## src/supply_regs_pkg.sv

```systemverilog
// Operation
// - linear regulator on states live in bits 9,8
// - undervoltage and wake flags latch, clear on write-1
// - wake pin live levels in bits 3,2
// - live bit reads pin level after two sync flops
// - wake source flags bits 1,0, write-1 clears
// - monitor assignment codes select internal rails
// - codes 000,110,111 mean external regulator
// - read-only scaling offset, 6.25 mV steps
// - scratch stores and returns any 16-bit value
// - scratch split in two bytes, reset zero
`default_nettype none
package supply_regs_pkg;
  // ****************************************
  // register map
  // ****************************************
  localparam logic [1:0] ADDR_FLAGS_TWO = 2'h0;
  localparam logic [1:0] ADDR_MON_ASSIGN = 2'h1;
  localparam logic [1:0] ADDR_BUCK_SCALING = 2'h2;
  localparam logic [1:0] ADDR_SCRATCH_ZERO = 2'h3;
  // ****************************************
  // field positions
  // ****************************************
  localparam int POS_LINEAR_A_ON = 9;
  localparam int POS_LINEAR_B_ON = 8;
  localparam int POS_PRE_UV_LOW = 7;
  localparam int POS_PRE_UV_HIGH = 6;
  localparam int POS_SUP_UV_LOW = 5;
  localparam int POS_SUP_UV_HIGH = 4;
  localparam int POS_WAKE_B_LIVE = 3;
  localparam int POS_WAKE_A_LIVE = 2;
  localparam int POS_WAKE_B_FLAG = 1;
  localparam int POS_WAKE_A_FLAG = 0;
  localparam int NUM_FLAGS = 6;
  localparam int MON_ASSIGN_W = 3;
  localparam int SCALING_W = 5;
  // ****************************************
  // reset values and codes
  // ****************************************
  localparam logic [5:0] FLAGS_RESET = 6'h00;
  localparam logic [2:0] MON_ASSIGN_RESET = 3'h0;
  localparam logic [15:0] SCRATCH_RESET = 16'h0000;
  localparam logic [4:0] SCALING_MAX = 5'h10;
  localparam logic [4:0] SCALING_RESET = 5'h00;
  localparam logic EXT_RESET = 1'b1;
  localparam logic [15:0] RDATA_RESET = 16'h0000;
  typedef enum logic [2:0] {
    MON_EXTERNAL = 3'h0,
    MON_PRE_REG = 3'h1,
    MON_LINEAR_A = 3'h2,
    MON_LINEAR_B = 3'h3,
    MON_SECOND_BUCK = 3'h4,
    MON_THIRD_BUCK = 3'h5
  } monitor_source_t;
endpackage : supply_regs_pkg
`default_nettype wire

```

## src/supply_status_config_regs.sv

```systemverilog
`default_nettype none
module supply_status_config_regs (
  input wire logic mclk,
  input wire logic rst_n,
  input wire logic [1:0] reg_addr,
  input wire logic reg_wr,
  input wire logic [15:0] reg_wdata,
  output logic [15:0] reg_rdata,
  input wire logic linear_a_on,
  input wire logic linear_b_on,
  input wire logic prereg_uv_low_evt,
  input wire logic prereg_uv_high_evt,
  input wire logic supply_uv_low_evt,
  input wire logic supply_uv_high_evt,
  input wire logic wake_pin_a,
  input wire logic wake_pin_b,
  input wire logic wake_a_source_evt,
  input wire logic wake_b_source_evt,
  input wire logic [4:0] core_buck_scaling_offset,
  output logic [2:0] monitor_a_assignment,
  output logic voltage_monitor_a_external
);
  // ****************************************
  // input synchronisers
  // ****************************************
  // every outside level passes two flops before any logic reads it
  localparam int NIN = 15;
  localparam int IDX_LINEAR_A = 0;
  localparam int IDX_LINEAR_B = 1;
  localparam int IDX_WAKE_A_PIN = 2;
  localparam int IDX_WAKE_B_PIN = 3;
  localparam int IDX_PRE_LOW = 4;
  localparam int IDX_PRE_HIGH = 5;
  localparam int IDX_SUP_LOW = 6;
  localparam int IDX_SUP_HIGH = 7;
  localparam int IDX_WAKE_A_SRC = 8;
  localparam int IDX_WAKE_B_SRC = 9;
  localparam int IDX_SCALING_LSB = 10;
  logic [NIN-1:0] raw_in;
  logic [NIN-1:0] sync1_r;
  logic [NIN-1:0] sync1_nxt;
  logic [NIN-1:0] sync2_r;
  logic [NIN-1:0] sync2_nxt;
  assign raw_in = {
    core_buck_scaling_offset,
    wake_b_source_evt,
    wake_a_source_evt,
    supply_uv_high_evt,
    supply_uv_low_evt,
    prereg_uv_high_evt,
    prereg_uv_low_evt,
    wake_pin_b,
    wake_pin_a,
    linear_b_on,
    linear_a_on
  };
  always_comb
  begin
    sync1_nxt = raw_in;
    sync2_nxt = sync1_r;
  end
  always_ff @(posedge mclk)
  begin
    if (!rst_n)
    begin
      sync1_r <= '0;
      sync2_r <= '0;
    end
    else
    begin
      sync1_r <= sync1_nxt;
      sync2_r <= sync2_nxt;
    end
  end
  // ****************************************
  // synchronised levels
  // ****************************************
  logic linear_a_live;
  logic linear_b_live;
  logic wake_a_live;
  logic wake_b_live;
  logic [4:0] scaling_live;
  logic [5:0] evt;
  assign linear_a_live = sync2_r[IDX_LINEAR_A];
  assign linear_b_live = sync2_r[IDX_LINEAR_B];
  assign wake_a_live = sync2_r[IDX_WAKE_A_PIN];
  assign wake_b_live = sync2_r[IDX_WAKE_B_PIN];
  assign scaling_live = sync2_r[IDX_SCALING_LSB +: supply_regs_pkg::SCALING_W];
  // flag order, msb first: pre low, pre high, sup low, sup high, wake b, wake a
  assign evt = {
    sync2_r[IDX_PRE_LOW],
    sync2_r[IDX_PRE_HIGH],
    sync2_r[IDX_SUP_LOW],
    sync2_r[IDX_SUP_HIGH],
    sync2_r[IDX_WAKE_B_SRC],
    sync2_r[IDX_WAKE_A_SRC]
  };
  // ****************************************
  // scaling offset capture
  // ****************************************
  // the offset bits cross one by one; a word is taken only when two
  // samples in a row agree, so a half-changed code never reaches the host
  logic [4:0] scaling_prev_r;
  logic [4:0] scaling_prev_nxt;
  logic [4:0] scaling_r;
  logic [4:0] scaling_nxt;
  always_comb
  begin
    scaling_prev_nxt = scaling_live;
    scaling_nxt = scaling_r;
    if (scaling_live == scaling_prev_r)
    begin
      scaling_nxt = scaling_live;
    end
  end
  always_ff @(posedge mclk)
  begin
    if (!rst_n)
    begin
      scaling_prev_r <= supply_regs_pkg::SCALING_RESET;
      scaling_r <= supply_regs_pkg::SCALING_RESET;
    end
    else
    begin
      scaling_prev_r <= scaling_prev_nxt;
      scaling_r <= scaling_nxt;
    end
  end
  // ****************************************
  // event flags
  // ****************************************
  logic [5:0] flags_r;
  logic [5:0] flags_nxt;
  logic [5:0] clr;
  logic flag_write;
  always_comb
  begin
    flag_write = reg_wr && (reg_addr == supply_regs_pkg::ADDR_FLAGS_TWO);
    clr = '0;
    if (flag_write)
    begin
      // live bits have no clear path, so writes cannot touch them
      clr[5] = reg_wdata[supply_regs_pkg::POS_PRE_UV_LOW];
      clr[4] = reg_wdata[supply_regs_pkg::POS_PRE_UV_HIGH];
      clr[3] = reg_wdata[supply_regs_pkg::POS_SUP_UV_LOW];
      clr[2] = reg_wdata[supply_regs_pkg::POS_SUP_UV_HIGH];
      clr[1] = reg_wdata[supply_regs_pkg::POS_WAKE_B_FLAG];
      clr[0] = reg_wdata[supply_regs_pkg::POS_WAKE_A_FLAG];
    end
  end
  // an event that lands with its clear keeps the flag set, so it is never lost
  for (genvar gi = 0; gi < supply_regs_pkg::NUM_FLAGS; gi++)
  begin : g_flag
    assign flags_nxt[gi] = evt[gi] | (flags_r[gi] & ~clr[gi]);
  end
  always_ff @(posedge mclk)
  begin
    if (!rst_n)
    begin
      flags_r <= supply_regs_pkg::FLAGS_RESET;
    end
    else
    begin
      flags_r <= flags_nxt;
    end
  end
  // ****************************************
  // monitor assignment
  // ****************************************
  logic [2:0] mon_r;
  logic [2:0] mon_nxt;
  logic mon_write;
  always_comb
  begin
    mon_write = reg_wr && (reg_addr == supply_regs_pkg::ADDR_MON_ASSIGN);
    mon_nxt = mon_r;
    if (mon_write)
    begin
      // upper data bits are reserved and dropped here
      mon_nxt = reg_wdata[supply_regs_pkg::MON_ASSIGN_W-1:0];
    end
  end
  always_ff @(posedge mclk)
  begin
    if (!rst_n)
    begin
      mon_r <= supply_regs_pkg::MON_ASSIGN_RESET;
    end
    else
    begin
      mon_r <= mon_nxt;
    end
  end
  // ****************************************
  // scratch word
  // ****************************************
  logic [15:0] scratch_r;
  logic [15:0] scratch_nxt;
  logic scratch_write;
  always_comb
  begin
    scratch_write = reg_wr && (reg_addr == supply_regs_pkg::ADDR_SCRATCH_ZERO);
    scratch_nxt = scratch_r;
    if (scratch_write)
    begin
      scratch_nxt[15:8] = reg_wdata[15:8]; // upper byte
      scratch_nxt[7:0] = reg_wdata[7:0]; // lower byte
    end
  end
  always_ff @(posedge mclk)
  begin
    if (!rst_n)
    begin
      scratch_r <= supply_regs_pkg::SCRATCH_RESET;
    end
    else
    begin
      scratch_r <= scratch_nxt;
    end
  end
  // ****************************************
  // read data
  // ****************************************
  // the scaling register has no write path, so writes there are ignored
  logic [15:0] live_word;
  logic [15:0] rdata_nxt;
  always_comb
  begin
    live_word = 16'h0000;
    live_word[supply_regs_pkg::POS_LINEAR_A_ON] = linear_a_live;
    live_word[supply_regs_pkg::POS_LINEAR_B_ON] = linear_b_live;
    live_word[supply_regs_pkg::POS_PRE_UV_LOW] = flags_r[5];
    live_word[supply_regs_pkg::POS_PRE_UV_HIGH] = flags_r[4];
    live_word[supply_regs_pkg::POS_SUP_UV_LOW] = flags_r[3];
    live_word[supply_regs_pkg::POS_SUP_UV_HIGH] = flags_r[2];
    live_word[supply_regs_pkg::POS_WAKE_B_LIVE] = wake_b_live;
    live_word[supply_regs_pkg::POS_WAKE_A_LIVE] = wake_a_live;
    live_word[supply_regs_pkg::POS_WAKE_B_FLAG] = flags_r[1];
    live_word[supply_regs_pkg::POS_WAKE_A_FLAG] = flags_r[0];
    unique case (reg_addr)
      supply_regs_pkg::ADDR_FLAGS_TWO:
      begin
        rdata_nxt = live_word;
      end
      supply_regs_pkg::ADDR_MON_ASSIGN:
      begin
        rdata_nxt = {13'h0, mon_r};
      end
      supply_regs_pkg::ADDR_BUCK_SCALING:
      begin
        rdata_nxt = {11'h0, scaling_r};
      end
      supply_regs_pkg::ADDR_SCRATCH_ZERO:
      begin
        rdata_nxt = scratch_r;
      end
    endcase
  end
  always_ff @(posedge mclk)
  begin
    if (!rst_n)
    begin
      reg_rdata <= supply_regs_pkg::RDATA_RESET;
    end
    else
    begin
      reg_rdata <= rdata_nxt;
    end
  end
  // ****************************************
  // monitor routing outputs
  // ****************************************
  logic [2:0] mon_out_nxt;
  logic ext_nxt;
  always_comb
  begin
    mon_out_nxt = mon_r;
    unique case (mon_r)
      supply_regs_pkg::MON_EXTERNAL:
      begin
        ext_nxt = 1'b1;
      end
      supply_regs_pkg::MON_PRE_REG,
      supply_regs_pkg::MON_LINEAR_A,
      supply_regs_pkg::MON_LINEAR_B,
      supply_regs_pkg::MON_SECOND_BUCK,
      supply_regs_pkg::MON_THIRD_BUCK:
      begin
        ext_nxt = 1'b0;
      end
      3'h6,
      3'h7:
      begin
        // both spare codes fall back to an outside regulator
        ext_nxt = 1'b1;
      end
    endcase
  end
  always_ff @(posedge mclk)
  begin
    if (!rst_n)
    begin
      monitor_a_assignment <= supply_regs_pkg::MON_ASSIGN_RESET;
      voltage_monitor_a_external <= supply_regs_pkg::EXT_RESET;
    end
    else
    begin
      monitor_a_assignment <= mon_out_nxt;
      voltage_monitor_a_external <= ext_nxt;
    end
  end
endmodule : supply_status_config_regs
`default_nettype wire

```

## config.mk

```make
export PLATFORM = sky130hd
export DESIGN_NAME = supply_status_config_regs
export DESIGN_NICKNAME = d
export VERILOG_FILES = /design/src/supply_regs_pkg.sv /design/src/supply_status_config_regs.sv
export SDC_FILE = /design/constraint.sdc
export NUM_CORES = 1
export LEC_CHECK = 0
export BUFFER_PORTS_ARGS = -buffer_cell sky130_fd_sc_hd__buf_2
export CORE_UTILIZATION = 49
export CTS_BUF_LIST = sky130_fd_sc_hd__clkbuf_8
export DETAILED_ROUTE_END_ITERATION = 16
export PLACE_DENSITY = 0.72
export SYNTH_ARGS = -nofsm -noshare
export SYNTH_HDL_FRONTEND = slang
export SYNTH_SLANG_ARGS = --single-unit
export TNS_END_PERCENT = 30
```

## constraint.sdc

```tcl
create_clock -name mclk -period 1.8 [get_ports mclk]
set_input_delay 0.36 -clock mclk [delete_from_list [all_inputs] [get_ports mclk]]
set_output_delay 0.36 -clock mclk [all_outputs]
set_load 0.02 [all_outputs]
```

# Word level (Yosys, flattened, before mapping)
# Memory sizes are Yosys's and may differ from the RTL's. A register that Yosys moved wholly into a read port is not among the register bits.
# Cells that the tools add are included.
# word_totals
regBits	84
rom_bits	8
output_inout_bits	20
mem_count	1
# mem_list
name	words	word_bits	rd	rd_ports_with_merged_regs	wr	line_no	rtl
(name not given)	8	1	1	1	0	supply_status_config_regs.sv:278	unique case (mon_r)
# classes
n_eq_ne	4
muxes	2
bitwise_logic	18
reduce_logical	5
# op_table
op	count
one-hot mux 16 bit (4 select lines)	1
bitwise AND 1 bit	6
two-way mux 6 bit	1
NOT 1 bit	6
bitwise OR 1 bit	6
equality test 5 bit	1
equality test 2 bit (second input constant)	2
logical AND 1 bit	3
equality test 2 x 1 -> 1 bit (second input constant)	1
logical NOT 2 bit	1
logical NOT 1 bit	1

# Logic depth before layout (Yosys ltp)
# Gate-level depths: netlist (run 1).
# depth
word_depth	6
mapped_depth	6

# Worst setup path before layout (run 1)
# Ideal clock, no wire load.
# synth_path
path_kind	input-to-reg
startpoint	input reg_addr[1]
endpoint	register reg_rdata[0]
setup_ns	0.115
t_arrival_ns	1.139
t_required_ns	1.685
slack_ns	0.546
path_stages	3
path_cell_list	buf_4 mux4_2 and2_1
# synth_between
elab_chain_cells	2
word_cells_on_any_way	5
# synth_rtl
item	line_no	rtl
start, declared	supply_status_config_regs.sv:5	input wire logic [1:0] reg_addr,
equality test 2 bit, or another cell as far along	supply_status_config_regs.sv:240	unique case (reg_addr)
one-hot mux 16 bit (4 select lines) *	supply_status_config_regs.sv:240	
end signal, assigned	supply_status_config_regs.sv:263	reg_rdata <= supply_regs_pkg::RDATA_RESET;
end signal, assigned	supply_status_config_regs.sv:267	reg_rdata <= rdata_nxt;
end, declared	supply_status_config_regs.sv:8	output logic [15:0] reg_rdata,
# Mark *: on every way between the ends. The rest lies on a longest branch, timed or not.
# A chain may end at the register's enable or synchronous reset.

# Final worst setup path (run 1)
# layout_path
startpoint	register sync2_r[11]
endpoint	register scaling_r[3]
# layout_between
elab_chain_cells	1
# layout_rtl
item	line_no	rtl
start, declared	supply_status_config_regs.sv:42	logic [NIN-1:0] sync2_r;
start signal, assigned	supply_status_config_regs.sv:72	sync2_r <= sync2_nxt;
equality test 5 bit	supply_status_config_regs.sv:111	if (scaling_live == scaling_prev_r)
end signal, assigned	supply_status_config_regs.sv:121	scaling_r <= supply_regs_pkg::SCALING_RESET;
end signal, assigned	supply_status_config_regs.sv:126	scaling_r <= scaling_nxt;
end, declared	supply_status_config_regs.sv:105	logic [4:0] scaling_r;
# Every way passes these cells.

==> metrics.md, run 1 <==
| Metric | Value |
|---|---|
| Outcome | `finished clean` |
| Min cycle time layout | `1350 ps` |
| Placement Cell Area | `3180 sq um` |
| Die area | `between 6000 and 7000 sq um` |
| Syn-to-layout area delta | `18.3%` |
| Maximum vdd drop | `0.445 mV` |
| Cell with the most instances after synthesis | `dfxtp_1` |
| Drt wl/cell | `11.5 microns` |
| Pre-CTS setup slack | `~370 ps` |
| Clk_lat worst skew | `~340 ps` |
| Leakage | `between 1 and 1.5 nW` |
| Iter 0 DRT Violations | `between 70 and 80` |
| Final wirelength | `between 4000 and 5000 microns` |
| Yosys warns | `0` |
| Largest net degree at the start of global routing | `65` |
| IO Count | `56` |
| Area leader, netlist | `dfxtp_1` |
| Clk sink count | `85` |
| FILL cells | `485` |
| Hold WS | `221 ps` |
| Post-Route Setup TNS | `0 ps` |
| Synthesized area per cell | `~11 sq um` |
| Top FF cell, synth | `dfxtp_1` |
| Synth Register Bits | `between 80 and 90` |
| Final hold violations | `0` |
| Final Core Density | `60.7%` |
| CTS resizes | `0` |
| Design area | `between 3000 and 4000 sq um` |
| Detailed placement HPWL | `around 3000 microns` |
| Layout Nets | `approximately 360` |
| Synth unique cells | `26` |
| RSZ-0062 raised after global routing | `no` |
| Post-Syn Area | `between 2000 and 3000 sq um` |
| Slew HR | `between 70% and 80%` |
| Core Box Area | `around 5500 sq um` |
| Async set-or-reset flop fraction in the synthesized netlist | `0%` |
| Power Dens Cells | `about 1000 nW/um^2` |
| Drt pass-1 iters | `4` |
| Syn_nets | `306` |
| Vias in the first global route | `around 1800` |
| Die height | `roughly 78 microns` |
| Total GRT Usage | `between 10% and 20%` |
| Worst EP arrival | `~1600 ps` |
| # diodes | `0` |
| Seq/Total Area, Yosys | `59.9%` |
| Final Max Slew Viols | `0` |
| Synth area leaders | `dfxtp_1 (60%), and2_1 (8.6%), nand2_1 (6.2%)` |
| Min-Delay Path Class | `primary input to register` |
| Remaining antenna violation count | `0` |
| Placer congestion estimate | `0.781` |
| Clock transition at the registers of the reported paths | `roughly 80 ps` |
| TritonCTS clock tree | `built` |
| FF+latch area | `around 1700 sq um` |
| Reg2reg path depth | `4` |
| Antenna violations before repair | `0` |
| Period Utilization, post-route | `75.0%` |
| Worst-path maximum fanout | `4` |
| GRT overflow | `0` |
| Worst hold path cell count | `2` |
| CP required | `between 2000 and 2500 ps` |
| Multi-input logic area | `1050 sq um` |
| Drt via density | `about 4.7` |
| First-pass GRT wire length | `slightly below 8000 microns` |
| PortBufs | `55` |
| H-Tree Depth | `3` |
| Synth top area share | `between 50% and 60%` |
| # rows | `27` |
| Endpoints failing setup | `0` |
| Post-Synthesis Cells | `270` |
| Setup Skew | `about 7 ps` |
| Root Driver | `clkbuf_8` |
| Hold_buf cts | `0` |
| Clock Path Buffers | `2` |
| Initial Util | `between 50% and 60%` |
| Synth top cells by count | `dfxtp_1 (85), nand2_1 (47), and2_1 (39)` |
| CTS Buf Count | `9` |
| Startpoint types | `register` |
| Fmax | `around 740 MHz` |
| Setup Buffers After CTS | `0` |
| Layout cell share with drive strength beyond 1 | `25.1%` |
| CP Capture Type | `register` |
| Vias | `about 1900` |
| Final WS setup | `between 400 and 500 ps` |
| Post-synth EDFFs | `0` |
| Chip width | `between 70 and 80 microns` |
| Least-Margin Pin Slew | `approximately 440 ps` |
| DR DRC count | `0` |
| Crit Path Category | `register to register` |
| Max-cap violation count | `0` |
[worst max-delay path: stages (launching register included)]
cell and delay [ps]:
dfxtp_1 330, xor2_1 160, nor4_2 410, o21ai_2 190, mux2i_1 150
[cell families (layout without fill, tap and decap cells)]
kind of cell	after synthesis	count (layout)	synth area share, %
and+or+nand+nor	116	116	21.7
DFF	85	85	59.9
AOI/OAI and AO/OA	33	33	8.06
buffers and inverters	19	80	3.17
muxes	13	13	5.99
xor gates and xnor gates	4	4	1.23
[layout by cell type (no fill, tap or decap), types with 2 or more instances in the layout]
master / Yosys / final
and3_1: 7 / 7
inv_1: 4 / 6
mux2i_1: 8 / 8
a21boi_0: 15 / 15
a21boi_1: 2 / 2
clkinvlp_4: 0 / 2
clkbuf_8: 0 / 11
mux2_2: 2 / 2
a22oi_1: 7 / 7
mux4_2: 3 / 3
dfxtp_1: 85 / 85
xor2_1: 4 / 4
and2_1: 39 / 39
nor2b_1: 16 / 16
buf_2: 2 / 55
nor2_1: 2 / 2
nand2_1: 47 / 47
a21oi_1: 7 / 7
buf_4: 4 / 4
[cell type report]
| type | count | share of cell area (%) |
|---|---|---|
| repair buffers | 60 | 9.68 |
| clock inverters | 5 | 0.819 |
| flip-flops and latches | 85 | 50.6 |
| well taps | 72 | 2.68 |
| multi-input cells | 166 | 31.2 |
| inverters | 4 | 0.447 |
| clock buffers | 11 | 4.50 |
[through the flow]
stage	power (W)	cells
2_1_floorplan	0.00216	270
3_3_place_gp	0.00223	387
3_5_place_dp	0.00224	387
4_1_cts	0.00342	403
5_1_grt	0.00353	403
6_report	0.00337	403
[power breakdown]
part	internal [W]	leakage [nW]	switching [W]	total (W)
logic	0.000112	0.711	0.000111	0.000223
registers	0.00195	0.695	0.0000265	0.00197
clock network	0.000564	0.0939	0.000615	0.00118
[state kept, by name (all words and copies together), names as in the netlist]
signal                      count
flags_r                         6
scaling_r                       5
mon_out_nxt                     3
sync1_r                        15
reg_rdata                      16
scratch_r                      16
monitor_a_assignment            3
scaling_prev_r                  5
voltage_monitor_a_external      1
sync2_r                        15
[per-layer routing]
layer,wire [microns],track usage [%],part of all wire (%)
met1,2280,22.0,49
met3,282,3.72,6.1
met2,1990,25.6,43
met5,0,0,0
met4,96,11.7,2.1
[final timing paths]
path / end / startpoint / slack, ps
worst min register to register: sync2_r[3]$_SDFF_PN0_ / sync1_r[3]$_SDFF_PN0_ / 430
worst max register to register: scaling_r[3]$_SDFFE_PN0N_ / sync2_r[11]$_SDFF_PN0_ / 450
worst min-delay path: sync1_r[9]$_SDFF_PN0_ / wake_b_source_evt / 220
worst max-delay path: scaling_r[3]$_SDFFE_PN0N_ / sync2_r[11]$_SDFF_PN0_ / 450
No activity file was read; power rests on OpenSTA's default activity.
==> run 2, diff against run 1 <==
--- a/config.mk
+++ b/config.mk
@@ -9,7 +9,7 @@
 export CORE_UTILIZATION = 49
 export CTS_BUF_LIST = sky130_fd_sc_hd__clkbuf_8
 export DETAILED_ROUTE_END_ITERATION = 16
-export PLACE_DENSITY = 0.72
+export PLACE_DENSITY = 0.75
 export SYNTH_ARGS = -nofsm -noshare
 export SYNTH_HDL_FRONTEND = slang
 export SYNTH_SLANG_ARGS = --single-unit
==> constraint.sdc (replaced) <==
create_clock -name mclk -period 1.24 [get_ports mclk]
set_input_delay 0.248 -clock mclk [delete_from_list [all_inputs] [get_ports mclk]]
set_output_delay 0.248 -clock mclk [all_outputs]
set_load 0.02 [all_outputs]
==> metrics.md, run 2 (synthesis results as in run 1) <==
| Metric | Value |
|---|---|
| Power Dens Cells | `between 1000 and 1500 nW/um^2` |
| Min-Delay Path Class | `primary input to register` |
| Setup Buffers After CTS | `0` |
| Commonest non-fill, non-tap cells in the layout | `dfxtp_1 (84), buf_2 (55), nand2_1 (47)` |
| Final wirelength | `4790 microns` |
| Slew HR | `around 67%` |
| H-Tree Depth | `3` |
| Critical path's slowest cell | `nor4_2` |
| Hold_buf cts | `0` |
| # diodes | `0` |
| Iter 0 DRT Violations | `between 70 and 80` |
| Startpoint types | `register` |
| CP required | `~1500 ps` |
| Pre-CTS setup slack | `-79.2 ps` |
| Final Max Slew Viols | `0` |
| Failing checks | `setup timing` |
| Antenna violations before repair | `0` |
| Fmax | `740 MHz` |
| TritonCTS clock tree | `built` |
| CP cell instances | `xor2_1 -> nor4_2 -> o21ai_2 -> mux2i_1` |
| Slowest Stage Delay on Critical Path | `400 ps` |
| CP top delay family | `simple AND/OR/NAND/NOR gates` |
| DRT met1 WL | `roughly 2200 microns` |
| Placer congestion estimate | `about 0.78` |
| Met3 WL post-DR | `a little over 300 microns` |
| Vias in the first global route | `1723` |
| Vias | `between 1500 and 2000` |
| RSZ-0062 raised after global routing | `yes` |
| Chip width | `around 78 microns` |
| Clock Path Buffers | `2` |
| Design area | `~3400 sq um` |
| Detailed placement HPWL | `3070 microns` |
| Fin cells | `404` |
| Largest net degree at the start of global routing | `86` |
| Total Power | `around 0.0050 W` |
| Worst EP arrival | `1570 ps` |
| Least-Margin Pin Slew | `slightly below 500 ps` |
| Maximum vdd drop | `about 0.7 mV` |
| Cell count after placement | `roughly 390` |
| First-pass GRT wire length | `about 7700 microns` |
| CP Capture Type | `register` |
| Worst-path maximum fanout | `4` |
| Drt pass-1 iters | `4` |
| Buf+Inv Stages, Crit Path | `0` |
| Syn-to-layout area delta | `18.9%` |
| Total GRT Usage | `between 15 and 20%` |
| DR DRC count | `0` |
| Max-cap violation count | `0` |
| # rows | `27` |
| Final Core Density | `61.0%` |
| Placement Cell Area | `between 3000 and 4000 sq um` |
| Layout Nets | `roughly 360` |
| Leakage | `between 1.5 and 2 nW` |
| CTS Buf Count | `9` |
| Remaining antenna violation count | `0` |
| Core Box Area | `around 5500 sq um` |
| Endpoints failing setup | `5` |
| Layout cell share with drive strength beyond 1 | `around a quarter` |
| Min cycle time layout | `about 1400 ps` |
| Clk sink count | `between 80 and 90` |
| Drt via density | `approximately 4.7` |
| Die area | `approximately 6000 sq um` |
| Initial Util | `approximately half` |
| PortBufs | `55` |
| Die height | `between 70 and 80 microns` |
| Final WS setup | `-112 ps` |
| Drt wl/cell | `between 10 and 15 microns` |
| Outcome | `complete, but fails checks` |
| GRT overflow | `0` |
| Met2 WL post-DR | `slightly above 2000 microns` |
| Root Driver | `clkbuf_8` |
| Clk_lat worst skew | `340 ps` |
| Clock transition at the registers of the reported paths | `80 ps` |
| Regs by FF count | `reg_rdata: 16 flops, scratch_r: 16 flops` |
| Setup Skew | `about 4.4 ps` |
| Highest routed metal layer | `met4` |
| Final hold violations | `0` |
| Crit Path Category | `register to register` |
| Period Utilization, post-route | `109%` |
| IO Count | `56` |
| Commonest non-fill, non-tap cell in the layout | `dfxtp_1` |
[run 2: cell types whose count changed in the layout (fill, tap and decap cells not counted)]
cell | previous run | this run
buf_4 | 4 | 5
clkbuf_8 | 11 | 12
clkinv_2 | 1 | 2
clkinv_4 | 0 | 1
clkinvlp_4 | 2 | 0
dfxtp_1 | 85 | 84
dfxtp_2 | 0 | 1
inv_1 | 6 | 5
[run 2: final timing paths]
path	from	endpoint	slack (ps)	cells past startpoint
setup / recovery	sync2_r[11]$_SDFF_PN0_	scaling_r[3]$_SDFFE_PN0N_	-110	4
hold / removal	core_buck_scaling_offset[4]	sync1_r[14]$_SDFF_PN0_	100	2
setup reg to reg	sync2_r[11]$_SDFF_PN0_	scaling_r[3]$_SDFFE_PN0N_	-110	4
hold reg to reg	sync1_r[1]$_SDFF_PN0_	sync2_r[1]$_SDFF_PN0_	430	1
[run 2: metal layers]
metal	track usage, %	up-vias
met4	11.9	0
met1	20.5	838
met2	25.3	61
met3	5.81	15
li1	-	984
met5	0	-
[run 2: power by group]
group	total (W)	switching (W)	internal [W]
clock network	0.00178	0.000901	0.000882
registers	0.00286	0.0000377	0.00282
logic	0.000328	0.000165	0.000164
[run 2: what timing repair did]
action | in CTS | in global routing
setup endpoints to repair | 5 | 5
pin swaps | 1 | 0
cloned | 0 | 0
gates resized for setup | 1 | 0
[run 2: final cells by class]
| class | count | area, sq um |
|---|---|---|
| Fill cell | 488 | 2160 |
| Sequential cell | 85 | 1700 |
| Multi-Input combinational cell | 166 | 1050 |
| Timing Repair Buffer | 61 | 333 |
| Clock buffer | 12 | 165 |
| Tap cell | 72 | 90.1 |
| Clock inverter | 4 | 22.5 |
| Inverter | 4 | 15.0 |
[run 2: metrics by stage]
step | TNS (ps) | hold slack (ps)
final | -511 | 105
after global routing | -829 | 87.8
after CTS | -434 | 84.9
after detailed placement | -423 | 418
after global placement | -181 | 415
after floorplan | 0 | 375
